### config.mk
export PLATFORM = sky130hd
export DESIGN_NAME = dfpm_top
export DESIGN_NICKNAME = d
export VERILOG_FILES = /design/src/hw/dfpm_pkg.sv /design/src/hw/dfpm_edge_div.sv /design/src/hw/dfpm_frac_div.sv /design/src/hw/dfpm_top.sv
export SDC_FILE = /design/constraint.sdc
export NUM_CORES = 2
export LEC_CHECK = 0
export ABC_AREA = 0
export BUFFER_PORTS_ARGS = -buffer_cell sky130_fd_sc_hd__buf_2
export CAP_MARGIN = 20
export CORE_UTILIZATION = 65
export CTS_BUF_LIST = sky130_fd_sc_hd__clkbuf_4
export DETAILED_ROUTE_END_ITERATION = 8
export PLACE_DENSITY = 0.93
export SYNTH_ARGS = -nofsm -noshare
export SYNTH_HDL_FRONTEND = slang
export SYNTH_SLANG_ARGS = --single-unit
### constraint.sdc
create_clock -name ref_clk -period 18.73 [get_ports ref_clk]
set_input_delay 2.8095 -clock ref_clk [delete_from_list [all_inputs] [get_ports ref_clk]]
set_output_delay 2.8095 -clock ref_clk [all_outputs]
set_load 0.005 [all_outputs]
### src/hw/dfpm_pkg.sv
package dfpm_pkg;

    // ----------------------------------------
    // Bus geometry and register map
    // ----------------------------------------
    localparam int DATA_W = 8;
    localparam int ADDR_W = 4;
    localparam int IDX_W = 3;
    localparam logic [ADDR_W-1:0] REG_CTRL = 4'h0;
    localparam logic [ADDR_W-1:0] REG_PRI_CFG = 4'h1;
    localparam logic [ADDR_W-1:0] REG_SEC_CFG = 4'h2;
    localparam logic [ADDR_W-1:0] REG_PRI_DIV_LO = 4'h3;
    localparam logic [ADDR_W-1:0] REG_PRI_DIV_HI = 4'h4;
    localparam logic [ADDR_W-1:0] REG_SEC_DIV_LO = 4'h5;
    localparam logic [ADDR_W-1:0] REG_SEC_DIV_HI = 4'h6;
    localparam logic [ADDR_W-1:0] REG_TRIM_LO = 4'h7;
    localparam logic [ADDR_W-1:0] REG_TRIM_HI = 4'h8;
    localparam logic [ADDR_W-1:0] REG_FREQ1 = 4'h9;
    localparam logic [ADDR_W-1:0] REG_FREQ2 = 4'ha;
    localparam logic [ADDR_W-1:0] REG_FREQ3 = 4'hb;
    localparam logic [ADDR_W-1:0] REG_PHASE1 = 4'hc;
    localparam logic [ADDR_W-1:0] REG_PHASE2 = 4'hd;
    localparam logic [ADDR_W-1:0] REG_STATUS = 4'he;

    // ----------------------------------------
    // Field layouts
    // ----------------------------------------
    typedef enum logic [1:0] {
        LM_DIRECT = 2'h0,
        LM_EIGHT_KHZ_LOCK_MODE = 2'h1,
        LM_DIVIDE = 2'h2,
        LM_RSVD = 2'h3
    } dfpm_lmode_t;

    typedef struct packed {
        logic [1:0] rsvd;
        logic [IDX_W-1:0] forceIdx;
        logic forceEn;
        logic srcSel;
        logic measVsPri;
    } dfpm_ctrl_t;

    typedef struct packed {
        logic [3:0] bw;
        logic cleanupPri;
        logic at8k;
        dfpm_lmode_t mode;
    } dfpm_cfg_t;

    typedef struct packed {
        logic [1:0] rsvd;
        logic secValid;
        logic priValid;
        dfpm_lmode_t copyMode;
        logic secAt8k;
        logic freeRun;
    } dfpm_status_t;

    // ----------------------------------------
    // Reset values and limits
    // ----------------------------------------
    localparam logic [DATA_W-1:0] CTRL_RST = 8'h00;
    localparam logic [DATA_W-1:0] PRI_CFG_RST = 8'h60;
    localparam logic [DATA_W-1:0] SEC_CFG_RST = 8'h00;
    localparam logic [15:0] DIV_RST = 16'h0001;
    localparam logic [15:0] TRIM_RST = 16'h0000;
    localparam logic [3:0] PRI_BW_MAX = 4'hc;
    localparam logic [3:0] SEC_BW_MAX = 4'h3;

    // ----------------------------------------
    // Measurement scaling
    // ----------------------------------------
    localparam int CLK_HZ = 200_000_000;
    localparam int PHASE_CORNER_HZ = 100;
    localparam int TWO_PI_E3 = 6283;
    localparam int PHASE_LPF_SH =
        $clog2(CLK_HZ / PHASE_CORNER_HZ * 1000 / TWO_PI_E3);
    localparam int PHASE_STEPS = 512;
    localparam int PHASE_QW = $clog2(PHASE_STEPS);
    localparam int PHASE_W = 16;
    localparam int RATE_OFFSET_READING_W = 24;
    localparam int RATE_OFFSET_READING_RANGE_PPM = 80;
    localparam int RATE_OFFSET_READING_LSB_E7PPM = 3068;
    localparam int RATE_OFFSET_READING_LIMIT = RATE_OFFSET_READING_RANGE_PPM * 10_000_000 / RATE_OFFSET_READING_LSB_E7PPM;
    localparam int INT_FRAC = 8;

endpackage

### src/hw/dfpm_edge_div.sv
`timescale 1ns/1ps
module dfpm_edge_div #(
    parameter int RW = 16
) (
    input wire logic ref_clk, // System clock
    input wire logic rst_n, // Sync reset
    input wire logic clkEn, // State freeze when low
    input wire logic lvl, // Sampled reference level
    input wire logic divOn, // Divide instead of pass
    input wire logic [RW-1:0] ratio, // Edges per output edge
    output logic edgeOut // One-cycle edge pulse
);
    if (RW < 2) begin : g_bad
        $error("RW too small");
    end

    logic prev_r;
    logic [RW-1:0] cnt_r;
    wire rise = lvl & ~prev_r;
    wire [RW-1:0] cntInc = cnt_r + 1'b1;
    // Ratio of zero behaves as one
    wire last = !divOn || (cntInc >= ratio);

    always_ff @(posedge ref_clk) begin
        if (!rst_n) begin
            // Seeded from the pin, so a high input gives no edge at release
            prev_r <= lvl;
            cnt_r <= '0;
            edgeOut <= 1'b0;
        end else if (clkEn) begin
            prev_r <= lvl;
            edgeOut <= rise && last;
            if (rise) begin
                cnt_r <= last ? '0 : cntInc;
            end
        end
    end
endmodule

### src/hw/dfpm_frac_div.sv
`timescale 1ns/1ps
module dfpm_frac_div #(
    parameter int CW = 20,
    parameter int QW = 9
) (
    input wire logic ref_clk, // System clock
    input wire logic rst_n, // Sync reset
    input wire logic clkEn, // State freeze when low
    input wire logic start, // Begin num/den division
    input wire logic [CW-1:0] num, // Numerator, below den
    input wire logic [CW-1:0] den, // Denominator
    output logic done, // One-cycle result pulse
    output logic [QW-1:0] quot // Fraction num/den in QW bits
);
    if (QW < 2 || CW < 2) begin : g_bad
        $error("bad divider widths");
    end

    logic [CW:0] rem_r;
    logic [CW:0] den_r;
    logic [QW-1:0] q_r;
    logic [$clog2(QW+1)-1:0] cnt_r;
    wire [CW:0] twice = {rem_r[CW-1:0], 1'b0};
    wire ge = twice >= den_r;
    wire busy = cnt_r != '0;

    always_ff @(posedge ref_clk) begin
        if (!rst_n) begin
            rem_r <= '0;
            den_r <= '0;
            q_r <= '0;
            cnt_r <= '0;
            done <= 1'b0;
            quot <= '0;
        end else if (clkEn) begin
            done <= busy && cnt_r == 1'b1;
            if (busy) begin
                rem_r <= ge ? twice - den_r : twice;
                q_r <= {q_r[QW-2:0], ge};
                cnt_r <= cnt_r - 1'b1;
                if (cnt_r == 1'b1) begin
                    quot <= {q_r[QW-2:0], ge};
                end
            // New starts are dropped while busy
            end else if (start) begin
                rem_r <= {1'b0, num};
                den_r <= {1'b0, den};
                cnt_r <= ($clog2(QW+1))'(QW);
            end
        end
    end
endmodule

### src/hw/dfpm_top.sv
// What this block does
// - Setting measure-vs-primary puts the secondary loop into free-run.
// - In that mode secondary locking stops; detector compares both selected references.
// - Software may force any input to be the secondary selected reference.
// - Frequency reading over three registers follows the measurement source select.
// - Frequency step 0.0003068 ppm, clamped to plus or minus 80 ppm.
// - Frequency reading is the integral path, averaging inversely with bandwidth.
// - Phase reading over two registers follows the same source select.
// - Phase step about 0.703 degrees, low-pass averaged near 61 Hz.
// - Primary phase is always selected reference against its feedback clock.
// - Copy of primary reference is divided to 8 kHz when secondary is, except when primary is in divide mode with its 8 kHz flag clear.
// - Primary loop keeps locking per its own input configuration meanwhile.
// - Copy lock mode is chosen from both loops' modes per fixed table.
// - Frequency is referenced to the oscillator corrected by master clock trim.
// - Secondary cleanup PLL stays usable on primary-derived clock in this mode.
// - Primary bandwidth selectable among thirteen settings, 0.1 Hz to 400 Hz.
// - Secondary bandwidth selectable among several settings, 18 Hz to 70 Hz.
`timescale 1ns/1ps
module dfpm_top #(
    parameter int N_REF = 8,
    parameter int CW = 20
) (
    input wire logic ref_clk, // 200 MHz master clock
    input wire logic rst_n, // Sync reset
    input wire logic clkEn, // State freeze when low
    input wire logic [N_REF-1:0] refIn, // Input reference levels
    input wire logic [dfpm_pkg::IDX_W-1:0] priSelIdx, // Primary selected input
    input wire logic [dfpm_pkg::IDX_W-1:0] secAutoIdx, // Secondary auto choice
    input wire logic priFbEdge, // Primary feedback edge pulse
    input wire logic secFbEdge, // Secondary feedback edge pulse
    input wire logic [dfpm_pkg::ADDR_W-1:0] addr, // Register address
    input wire logic [dfpm_pkg::DATA_W-1:0] wrData, // Write data
    input wire logic wrEn, // Write strobe
    input wire logic rdEn, // Read strobe
    output logic [dfpm_pkg::DATA_W-1:0] rdData, // Read data, next cycle
    output logic secFreeRun, // Secondary in free-run
    output logic cleanupSrcPri, // Secondary cleanup PLL fed by primary
    output logic [dfpm_pkg::IDX_W-1:0] secSelIdx // Secondary selected input
);
    if (N_REF < 2 || N_REF > (1 << dfpm_pkg::IDX_W) || CW < 8) begin : g_bad
        $error("N_REF or CW out of range");
    end

    // ----------------------------------------
    // Register storage
    // ----------------------------------------
    dfpm_pkg::dfpm_ctrl_t ctrl_r;
    dfpm_pkg::dfpm_cfg_t priCfg_r;
    dfpm_pkg::dfpm_cfg_t secCfg_r;
    logic [15:0] priDiv_r;
    logic [15:0] secDiv_r;
    logic [15:0] trim_r;
    logic [15:0] freqHold_r;
    logic [7:0] phaseHold_r;

    wire wrCtrl = wrEn && addr == dfpm_pkg::REG_CTRL;
    wire wrPriCfg = wrEn && addr == dfpm_pkg::REG_PRI_CFG;
    wire wrSecCfg = wrEn && addr == dfpm_pkg::REG_SEC_CFG;
    wire wrPriLo = wrEn && addr == dfpm_pkg::REG_PRI_DIV_LO;
    wire wrPriHi = wrEn && addr == dfpm_pkg::REG_PRI_DIV_HI;
    wire wrSecLo = wrEn && addr == dfpm_pkg::REG_SEC_DIV_LO;
    wire wrSecHi = wrEn && addr == dfpm_pkg::REG_SEC_DIV_HI;
    wire wrTrimLo = wrEn && addr == dfpm_pkg::REG_TRIM_LO;
    wire wrTrimHi = wrEn && addr == dfpm_pkg::REG_TRIM_HI;

    always_ff @(posedge ref_clk) begin
        if (!rst_n) begin
            ctrl_r <= dfpm_pkg::CTRL_RST;
            priCfg_r <= dfpm_pkg::PRI_CFG_RST;
            secCfg_r <= dfpm_pkg::SEC_CFG_RST;
        end else if (clkEn) begin
            if (wrCtrl) begin
                ctrl_r <= wrData;
            end
            if (wrPriCfg) begin
                priCfg_r <= wrData;
            end
            if (wrSecCfg) begin
                secCfg_r <= wrData;
            end
        end
    end

    always_ff @(posedge ref_clk) begin
        if (!rst_n) begin
            priDiv_r <= dfpm_pkg::DIV_RST;
            secDiv_r <= dfpm_pkg::DIV_RST;
            trim_r <= dfpm_pkg::TRIM_RST;
        end else if (clkEn) begin
            if (wrPriLo) begin
                priDiv_r[7:0] <= wrData;
            end
            if (wrPriHi) begin
                priDiv_r[15:8] <= wrData;
            end
            if (wrSecLo) begin
                secDiv_r[7:0] <= wrData;
            end
            if (wrSecHi) begin
                secDiv_r[15:8] <= wrData;
            end
            if (wrTrimLo) begin
                trim_r[7:0] <= wrData;
            end
            if (wrTrimHi) begin
                trim_r[15:8] <= wrData;
            end
        end
    end

    // ----------------------------------------
    // Secondary loop state
    // ----------------------------------------
    typedef enum logic {
        SEC_TRACK,
        SEC_FREERUN
    } dfpm_secst_t;

    dfpm_secst_t secState_r;
    dfpm_secst_t secState_nxt;

    always_comb begin
        case (secState_r)
            SEC_TRACK: secState_nxt = ctrl_r.measVsPri ? SEC_FREERUN : SEC_TRACK;
            SEC_FREERUN: secState_nxt = ctrl_r.measVsPri ? SEC_FREERUN : SEC_TRACK;
            default: secState_nxt = SEC_TRACK;
        endcase
    end

    wire measMode = secState_r == SEC_FREERUN;

    wire [dfpm_pkg::IDX_W-1:0] secIdxNxt = ctrl_r.forceEn ? ctrl_r.forceIdx : secAutoIdx;

    always_ff @(posedge ref_clk) begin
        if (!rst_n) begin
            secState_r <= SEC_TRACK;
            secFreeRun <= 1'b0;
            cleanupSrcPri <= 1'b0;
            secSelIdx <= '0;
        end else if (clkEn) begin
            secState_r <= secState_nxt;
            secFreeRun <= secState_nxt == SEC_FREERUN;
            cleanupSrcPri <= secCfg_r.cleanupPri;
            secSelIdx <= secIdxNxt;
        end
    end

    // ----------------------------------------
    // Reference paths and copy adaptation
    // ----------------------------------------
    wire priLvl = (int'(priSelIdx) < N_REF) ? refIn[priSelIdx] : 1'b0;
    wire secLvl = (int'(secSelIdx) < N_REF) ? refIn[secSelIdx] : 1'b0;

    wire secAt8k = secCfg_r.mode == dfpm_pkg::LM_EIGHT_KHZ_LOCK_MODE
        || (secCfg_r.mode == dfpm_pkg::LM_DIVIDE && secCfg_r.at8k);
    wire priDivide = priCfg_r.mode == dfpm_pkg::LM_DIVIDE;

    // copy follows secondary to 8 kHz unless primary divides with at8k clear
    wire dfpm_pkg::dfpm_lmode_t copyMode = !secAt8k ? dfpm_pkg::LM_DIRECT
        : priDivide ? (priCfg_r.at8k ? dfpm_pkg::LM_DIVIDE : dfpm_pkg::LM_DIRECT)
        : dfpm_pkg::LM_EIGHT_KHZ_LOCK_MODE;
    wire copyDivOn = copyMode != dfpm_pkg::LM_DIRECT;
    // primary path unaffected by measure mode
    wire priDivOn = priCfg_r.mode == dfpm_pkg::LM_EIGHT_KHZ_LOCK_MODE || priDivide;
    wire secDivOn = secCfg_r.mode == dfpm_pkg::LM_EIGHT_KHZ_LOCK_MODE
        || secCfg_r.mode == dfpm_pkg::LM_DIVIDE;

    logic priRefEdge;
    logic copyEdge;
    logic secRefEdge;

    dfpm_edge_div #(.RW(16)) uPriEdge (
        .ref_clk(ref_clk),
        .rst_n(rst_n),
        .clkEn(clkEn),
        .lvl(priLvl),
        .divOn(priDivOn),
        .ratio(priDiv_r),
        .edgeOut(priRefEdge)
    );

    dfpm_edge_div #(.RW(16)) uCopyEdge (
        .ref_clk(ref_clk),
        .rst_n(rst_n),
        .clkEn(clkEn),
        .lvl(priLvl),
        .divOn(copyDivOn),
        .ratio(priDiv_r),
        .edgeOut(copyEdge)
    );

    dfpm_edge_div #(.RW(16)) uSecEdge (
        .ref_clk(ref_clk),
        .rst_n(rst_n),
        .clkEn(clkEn),
        .lvl(secLvl),
        .divOn(secDivOn),
        .ratio(secDiv_r),
        .edgeOut(secRefEdge)
    );

    // ----------------------------------------
    // Phase detectors, averaging, integrals
    // ----------------------------------------
    localparam int SH = dfpm_pkg::PHASE_LPF_SH;
    localparam int QW = dfpm_pkg::PHASE_QW;
    localparam int PW = dfpm_pkg::PHASE_W;
    localparam int IW = dfpm_pkg::RATE_OFFSET_READING_W + dfpm_pkg::INT_FRAC;
    localparam logic signed [IW:0] INT_LIM =
        (IW+1)'(dfpm_pkg::RATE_OFFSET_READING_LIMIT) <<< dfpm_pkg::INT_FRAC;

    wire [3:0] priBw = (priCfg_r.bw > dfpm_pkg::PRI_BW_MAX) ? dfpm_pkg::PRI_BW_MAX
        : priCfg_r.bw;
    wire [3:0] secBw = (secCfg_r.bw > dfpm_pkg::SEC_BW_MAX) ? dfpm_pkg::SEC_BW_MAX
        : secCfg_r.bw;

    logic [1:0] refE;
    logic [1:0] cmpE;
    logic [1:0] hold;
    logic [3:0] gain [2];
    logic [1:0] valid;
    logic signed [PW-1:0] phaseAvg [2];
    logic signed [IW-1:0] integ [2];

    assign refE[0] = priRefEdge;
    assign cmpE[0] = priFbEdge;
    assign hold[0] = 1'b0;
    assign gain[0] = priBw;
    // in measure mode secondary compares copy with its reference
    assign refE[1] = secRefEdge;
    assign cmpE[1] = measMode ? copyEdge : secFbEdge;
    assign hold[1] = measMode;
    assign gain[1] = secBw;

    for (genvar k = 0; k < 2; k++) begin : g_loop
        logic [CW-1:0] since_r;
        logic [CW-1:0] period_r;
        logic valid_r;
        logic signed [QW-1:0] sample_r;
        logic signed [PW+SH-1:0] acc_r;
        logic signed [IW-1:0] int_r;
        logic done;
        logic [QW-1:0] quot;

        wire [CW-1:0] sinceInc = (since_r == '1) ? since_r : since_r + 1'b1;
        wire startDiv = cmpE[k] && valid_r && since_r < period_r;
        // Wrapped fraction of a cycle, step 360/512 degrees
        wire signed [QW-1:0] phaseNow = quot;
        wire signed [PW+SH-1:0] accStep =
            (((PW+SH)'(sample_r) <<< SH) - acc_r) >>> SH;
        wire signed [IW:0] intSum =
            (IW+1)'(int_r) + ((IW+1)'(phaseNow) <<< gain[k]);
        wire signed [IW:0] intSat = (intSum > INT_LIM) ? INT_LIM
            : (intSum < -INT_LIM) ? -INT_LIM : intSum;

        dfpm_frac_div #(.CW(CW), .QW(QW)) uDiv (
            .ref_clk(ref_clk),
            .rst_n(rst_n),
            .clkEn(clkEn),
            .start(startDiv),
            .num(since_r),
            .den(period_r),
            .done(done),
            .quot(quot)
        );

        always_ff @(posedge ref_clk) begin
            if (!rst_n) begin
                since_r <= '0;
                period_r <= '0;
                valid_r <= 1'b0;
            end else if (clkEn) begin
                since_r <= refE[k] ? '0 : sinceInc;
                if (refE[k]) begin
                    period_r <= sinceInc;
                    valid_r <= 1'b1;
                end
            end
        end

        always_ff @(posedge ref_clk) begin
            if (!rst_n) begin
                sample_r <= '0;
                acc_r <= '0;
            end else if (clkEn) begin
                acc_r <= acc_r + accStep;
                if (done) begin
                    sample_r <= phaseNow;
                end
            end
        end

        // integral saturates at the range limit
        always_ff @(posedge ref_clk) begin
            if (!rst_n) begin
                int_r <= '0;
            end else if (clkEn) begin
                if (hold[k]) begin
                    int_r <= '0;
                end else if (done) begin
                    int_r <= intSat[IW-1:0];
                end
            end
        end

        assign phaseAvg[k] = acc_r[PW+SH-1:SH];
        assign integ[k] = int_r;
        assign valid[k] = valid_r;
    end

    // ----------------------------------------
    // Readings
    // ----------------------------------------
    localparam int FW = dfpm_pkg::RATE_OFFSET_READING_W;
    localparam logic signed [FW+1:0] F_LIM = (FW+2)'(dfpm_pkg::RATE_OFFSET_READING_LIMIT);

    wire signed [IW-1:0] integSel = ctrl_r.srcSel ? integ[1] : integ[0];
    wire signed [FW+1:0] freqSum = (FW+2)'(integSel >>> dfpm_pkg::INT_FRAC)
        + (FW+2)'($signed(trim_r));
    wire signed [FW+1:0] freqSat = (freqSum > F_LIM) ? F_LIM
        : (freqSum < -F_LIM) ? -F_LIM : freqSum;
    wire [FW-1:0] freqNow = freqSat[FW-1:0];
    wire [PW-1:0] phaseNowSel = ctrl_r.srcSel ? phaseAvg[1] : phaseAvg[0];

    dfpm_pkg::dfpm_status_t status;
    assign status = '{rsvd: 2'h0, secValid: valid[1], priValid: valid[0],
        copyMode: copyMode, secAt8k: secAt8k, freeRun: measMode};

    logic [dfpm_pkg::DATA_W-1:0] rdMux;
    always_comb begin
        case (addr)
            dfpm_pkg::REG_CTRL: rdMux = ctrl_r;
            dfpm_pkg::REG_PRI_CFG: rdMux = priCfg_r;
            dfpm_pkg::REG_SEC_CFG: rdMux = secCfg_r;
            dfpm_pkg::REG_PRI_DIV_LO: rdMux = priDiv_r[7:0];
            dfpm_pkg::REG_PRI_DIV_HI: rdMux = priDiv_r[15:8];
            dfpm_pkg::REG_SEC_DIV_LO: rdMux = secDiv_r[7:0];
            dfpm_pkg::REG_SEC_DIV_HI: rdMux = secDiv_r[15:8];
            dfpm_pkg::REG_TRIM_LO: rdMux = trim_r[7:0];
            dfpm_pkg::REG_TRIM_HI: rdMux = trim_r[15:8];
            dfpm_pkg::REG_FREQ1: rdMux = freqNow[7:0];
            dfpm_pkg::REG_FREQ2: rdMux = freqHold_r[7:0];
            dfpm_pkg::REG_FREQ3: rdMux = freqHold_r[15:8];
            dfpm_pkg::REG_PHASE1: rdMux = phaseNowSel[7:0];
            dfpm_pkg::REG_PHASE2: rdMux = phaseHold_r;
            dfpm_pkg::REG_STATUS: rdMux = status;
            default: rdMux = '0;
        endcase
    end

    // Low byte read freezes the upper bytes, so multi-byte reads never tear
    wire rdFreqLo = rdEn && addr == dfpm_pkg::REG_FREQ1;
    wire rdPhaseLo = rdEn && addr == dfpm_pkg::REG_PHASE1;

    always_ff @(posedge ref_clk) begin
        if (!rst_n) begin
            rdData <= '0;
            freqHold_r <= '0;
            phaseHold_r <= '0;
        end else if (clkEn) begin
            rdData <= rdEn ? rdMux : '0;
            if (rdFreqLo) begin
                freqHold_r <= freqNow[23:8];
            end
            if (rdPhaseLo) begin
                phaseHold_r <= phaseNowSel[15:8];
            end
        end
    end
endmodule

==> summary.md <==
| Metric | Value |
|---|---|
| Status | `completed` |
| Crit start category | `flop` |
| Fmax | `between 0.15 and 0.2 GHz` |
| Kind of critical path | `reg -> reg` |
| #FFs+latches synth | `520` |
| Root buf cell | `clkbuf_4` |
| TritonRoute pass-1 iters | `7` |
| Die ar. | `around 58000 um^2` |
| Clock Latency Late Sink | `between 1 and 1.5 ns` |
| Vias per inst | `6.53` |
| Starting Density | `between 60% and 70%` |
| Routed wire length | `around 110000 um` |
| Synth top cells by count | `dfxtp_1, nor2_1, nand2_1, a21oi_1, ha_1` |
| Cells after DPL | `between 5k and 6k` |
| Slew HR | `between 20 and 25%` |
| Sw Pwr | `1.41 mW` |
| Core Box Area | `approximately 56000 um^2` |
| Max Slew Vio Count | `0` |
| Net Sw Frac | `around two fifths` |
| Inserted Clock Buffers | `approximately 140` |
| Top-Level Pins | `between 40 and 50` |
| Global-route wire length before repair | `approximately 170000 um` |
| Worst clock skew | `between 0.06 and 0.07 ns` |
| Asr flop ratio synth | `0%` |
| Comb pwr share | `between 30% and 40%` |
| Library cells used by synthesis | `95` |
| Total GRT Usage | `between 30 and 40%` |
| PostCTS Resize Cnt | `0` |
| Clk pwr share | `roughly 27%` |
| Synth warnings | `0` |
| Iter 0 DRT Violations | `about 3.3k` |
| Vias in the first global route | `34.0k` |
| Num rows | `86` |
| Maxcap violations | `0` |
| Final WS setup | `between 10 and 15 ns` |
| Post-place setup slack | `12.62 ns` |
| GPL Wtd Cong | `approximately 1.0` |
| Final hold slack | `around 0.45 ns` |
| Setup Buffers After CTS | `0` |
| CTS Hold Bufs | `0` |
| Worst vdd ir | `approximately 0.073 mV` |
| Worst-margin pin slew | `1.16 ns` |
| RSZ-0062 raised after global routing | `no` |
| Slack of the worst reg-to-reg path | `between 10 and 15 ns` |
| Routed len/inst | `around 19 um` |
| Largest area contributor in the netlist | `dfxtp_1` |
| Data arrival, critical path | `between 7 and 8 ns` |
| Ranking of synthesized cells by area | `dfxtp_1, ha_1, mux2i_1, a21oi_1, nor2_1` |
| Synthesized area | `36800 um^2` |
| Final routed DRC violation total | `0` |
| Pint | `2.26 mW` |
| Worst EP required | `between 15 and 20 ns` |
| Gr ovfl total | `0` |
| Post-route insts no fill | `5474` |
| P_leak | `approximately 17 nW` |
| Top FF cell, synth | `dfxtp_1` |
| Sequential Power Share | `roughly a third` |
| Top-count cell post-synth | `dfxtp_1` |
| Fraction of layout instances using a drive strength above 1 | `~8.2%` |
| Routed Antenna Nets | `0` |
| Setup TNS | `0 ns` |
| PwrDens | `93.7 nW/um^2` |
| H-tree levels | `4` |
| Die X | `~240 um` |
| DP Wirelength | `roughly 75000 um` |
| Final hold viol count | `0` |
| Share of the synthesized area in the top cell type | `around 28%` |
| I/O Buffers | `45` |
| Synthesized area per cell | `7.95 um^2` |
| CP Max Fanout | `19` |
| Area Overhead vs Synth | `6.40%` |
| Seq/Total Area, Yosys | `roughly 28%` |
| Largest net degree at the start of global routing | `87` |
| Die Ht | `roughly 240 um` |
| Clk buf depth | `3` |
| Cells after synthesis | `around 4.6k` |
| Initial antenna violation count | `12` |
| TritonCTS clock tree | `done` |
| Fin nets | `between 4k and 5k` |
| Worst hold path class | `reg -> reg` |
| Min cycle time layout | `roughly 6.3 ns` |
| Post-synth EDFFs | `2` |
| CTS Sinks | `520` |
| Clock slew at reported path FFs | `0.07 ns` |
| Synthesized Nets | `between 4k and 5k` |
| Critical Path End Type | `flop` |
| Final setup viols | `0` |
| Final cycle utilization of the critical path | `between 30% and 40%` |
| Vias | `around 36k` |
-- registers in the layout (all words and copies together), names as in the netlist, 16 cells and up --
| signal | cells |
|---|---|
| freqHold_r | 16 |
| g_loop.acc_r | 70 |
| g_loop.int_r | 64 |
| g_loop.period_r | 40 |
| g_loop.sample_r | 18 |
| g_loop.since_r | 40 |
| g_loop.uDiv.den_r | 40 |
| g_loop.uDiv.q_r | 16 |
| g_loop.uDiv.quot | 18 |
| g_loop.uDiv.rem_r | 40 |
| priDiv_r | 16 |
| secDiv_r | 16 |
| trim_r | 16 |
| uCopyEdge.cnt_r | 16 |
| uPriEdge.cnt_r | 16 |
| uSecEdge.cnt_r | 16 |
-- kinds of logic (layout without fill, tap and decap cells) --
group	Yosys count	after routing	share of synthesized area, %
AO/OA/AOI/OAI	1292	1292	23.0
XOR/XNOR	245	245	5.83
adder cells (fa/ha/maj)	327	327	11.3
buffers and inverters	464	553	4.77
flip-flops	520	520	28.3
multiplexers	266	266	7.52
other	0	7	0
AND/OR/NAND/NOR	1516	1516	19.3
-- layer usage --
metal  wire length (um)  up-vias  global-route usage (%)
met5                 35        -                       0
met4               5140        6                    19.6
met3               9910      411                    7.46
met2              48300     1780                    58.4
met1              42000    16800                    44.0
li1                   -    16800                       -
-- cells in the final DEF (no fill, tap or decap), types with 40 or more instances in the layout --
cell,Yosys,final
o21ai_0,242,242
nand2b_1,50,50
nand4_1,40,40
nand3_1,133,133
nand3b_1,48,48
a21oi_1,388,387
nand2_1,420,420
nor2_1,481,480
o21a_1,53,53
nor2b_1,48,48
and3_1,70,70
buf_2,6,44
mux2i_1,228,228
dfxtp_1,518,517
a21o_1,110,110
xor2_1,107,107
inv_1,234,233
nor3_1,87,86
xnor2_1,138,137
ha_1,320,320
clkbuf_4,0,190
o21bai_1,40,40
a211oi_1,83,83
-- final cells by class --
class	instances	area, um^2
clock inverter	43	195
fill	4161	16400
sequential	520	10400
clock buffer	190	1430
multi-input combinational	3646	24700
tap	748	936
timing repair buffer	84	571
antenna	7	17.5
inverter	236	893
-- path summary, 6_finish.rpt --
| kind | endpoint | start | cells past startpoint |
|---|---|---|---|
| hold / removal | g_loop[1].uDiv.q_r[7]$_SDFFE_PN0P_ | g_loop[1].uDiv.q_r[7]$_SDFFE_PN0P_ | 2 |
| hold reg to reg | g_loop[1].uDiv.q_r[7]$_SDFFE_PN0P_ | g_loop[1].uDiv.q_r[7]$_SDFFE_PN0P_ | 2 |
| setup reg to reg | g_loop[0].acc_r[34]$_SDFFE_PN0P_ | g_loop[0].acc_r[19]$_SDFFE_PN0P_ | 26 |
| setup / recovery | g_loop[0].acc_r[34]$_SDFFE_PN0P_ | g_loop[0].acc_r[19]$_SDFFE_PN0P_ | 26 |
-- metrics by stage --
step	utilization, %	area [um^2]	total power [mW]
6_report	70.5	39200	3.67
5_1_grt	70.5	39200	3.87
4_1_cts	70.4	39100	3.63
3_5_place_dp	67.5	37500	2.65
3_3_place_gp	67.4	37400	2.60
2_1_floorplan	-	36800	2.36
-- worst max-delay path: stages, from the launching register on --
cell	delay, ns
dfxtp_1	0.38
inv_1	0.09
ha_1	0.31
inv_1	0.07
o31a_1	0.32
o31ai_1	0.43
o22ai_1	0.24
o2111ai_1	0.24
o211a_1	0.21
a21oi_1	0.11
o21bai_1	0.17
xor2_1	0.27
xnor2_1	0.15
buf_4	0.28
ha_1	0.34
a211oi_1	0.27
o221ai_1	0.18
a21o_1	0.21
a21oi_1	0.16
nor3b_1	0.27
a211oi_1	0.12
a211o_1	0.32
a41oi_1	0.32
o21ai_0	0.20
a31oi_1	0.25
xnor2_1	0.15
a21oi_1	0.08
-- power by group through the flow --
stage | clock network [mW] | logic, mW | registers (mW)
detailed placement | 0 | 1.39 | 1.26
CTS | 0.989 | 1.40 | 1.24
finish | 0.985 | 1.44 | 1.24
floorplan | 0 | 1.12 | 1.24
global placement | 0 | 1.34 | 1.26
global route | 1.05 | 1.57 | 1.25
(Power assumes the default switching activity.)
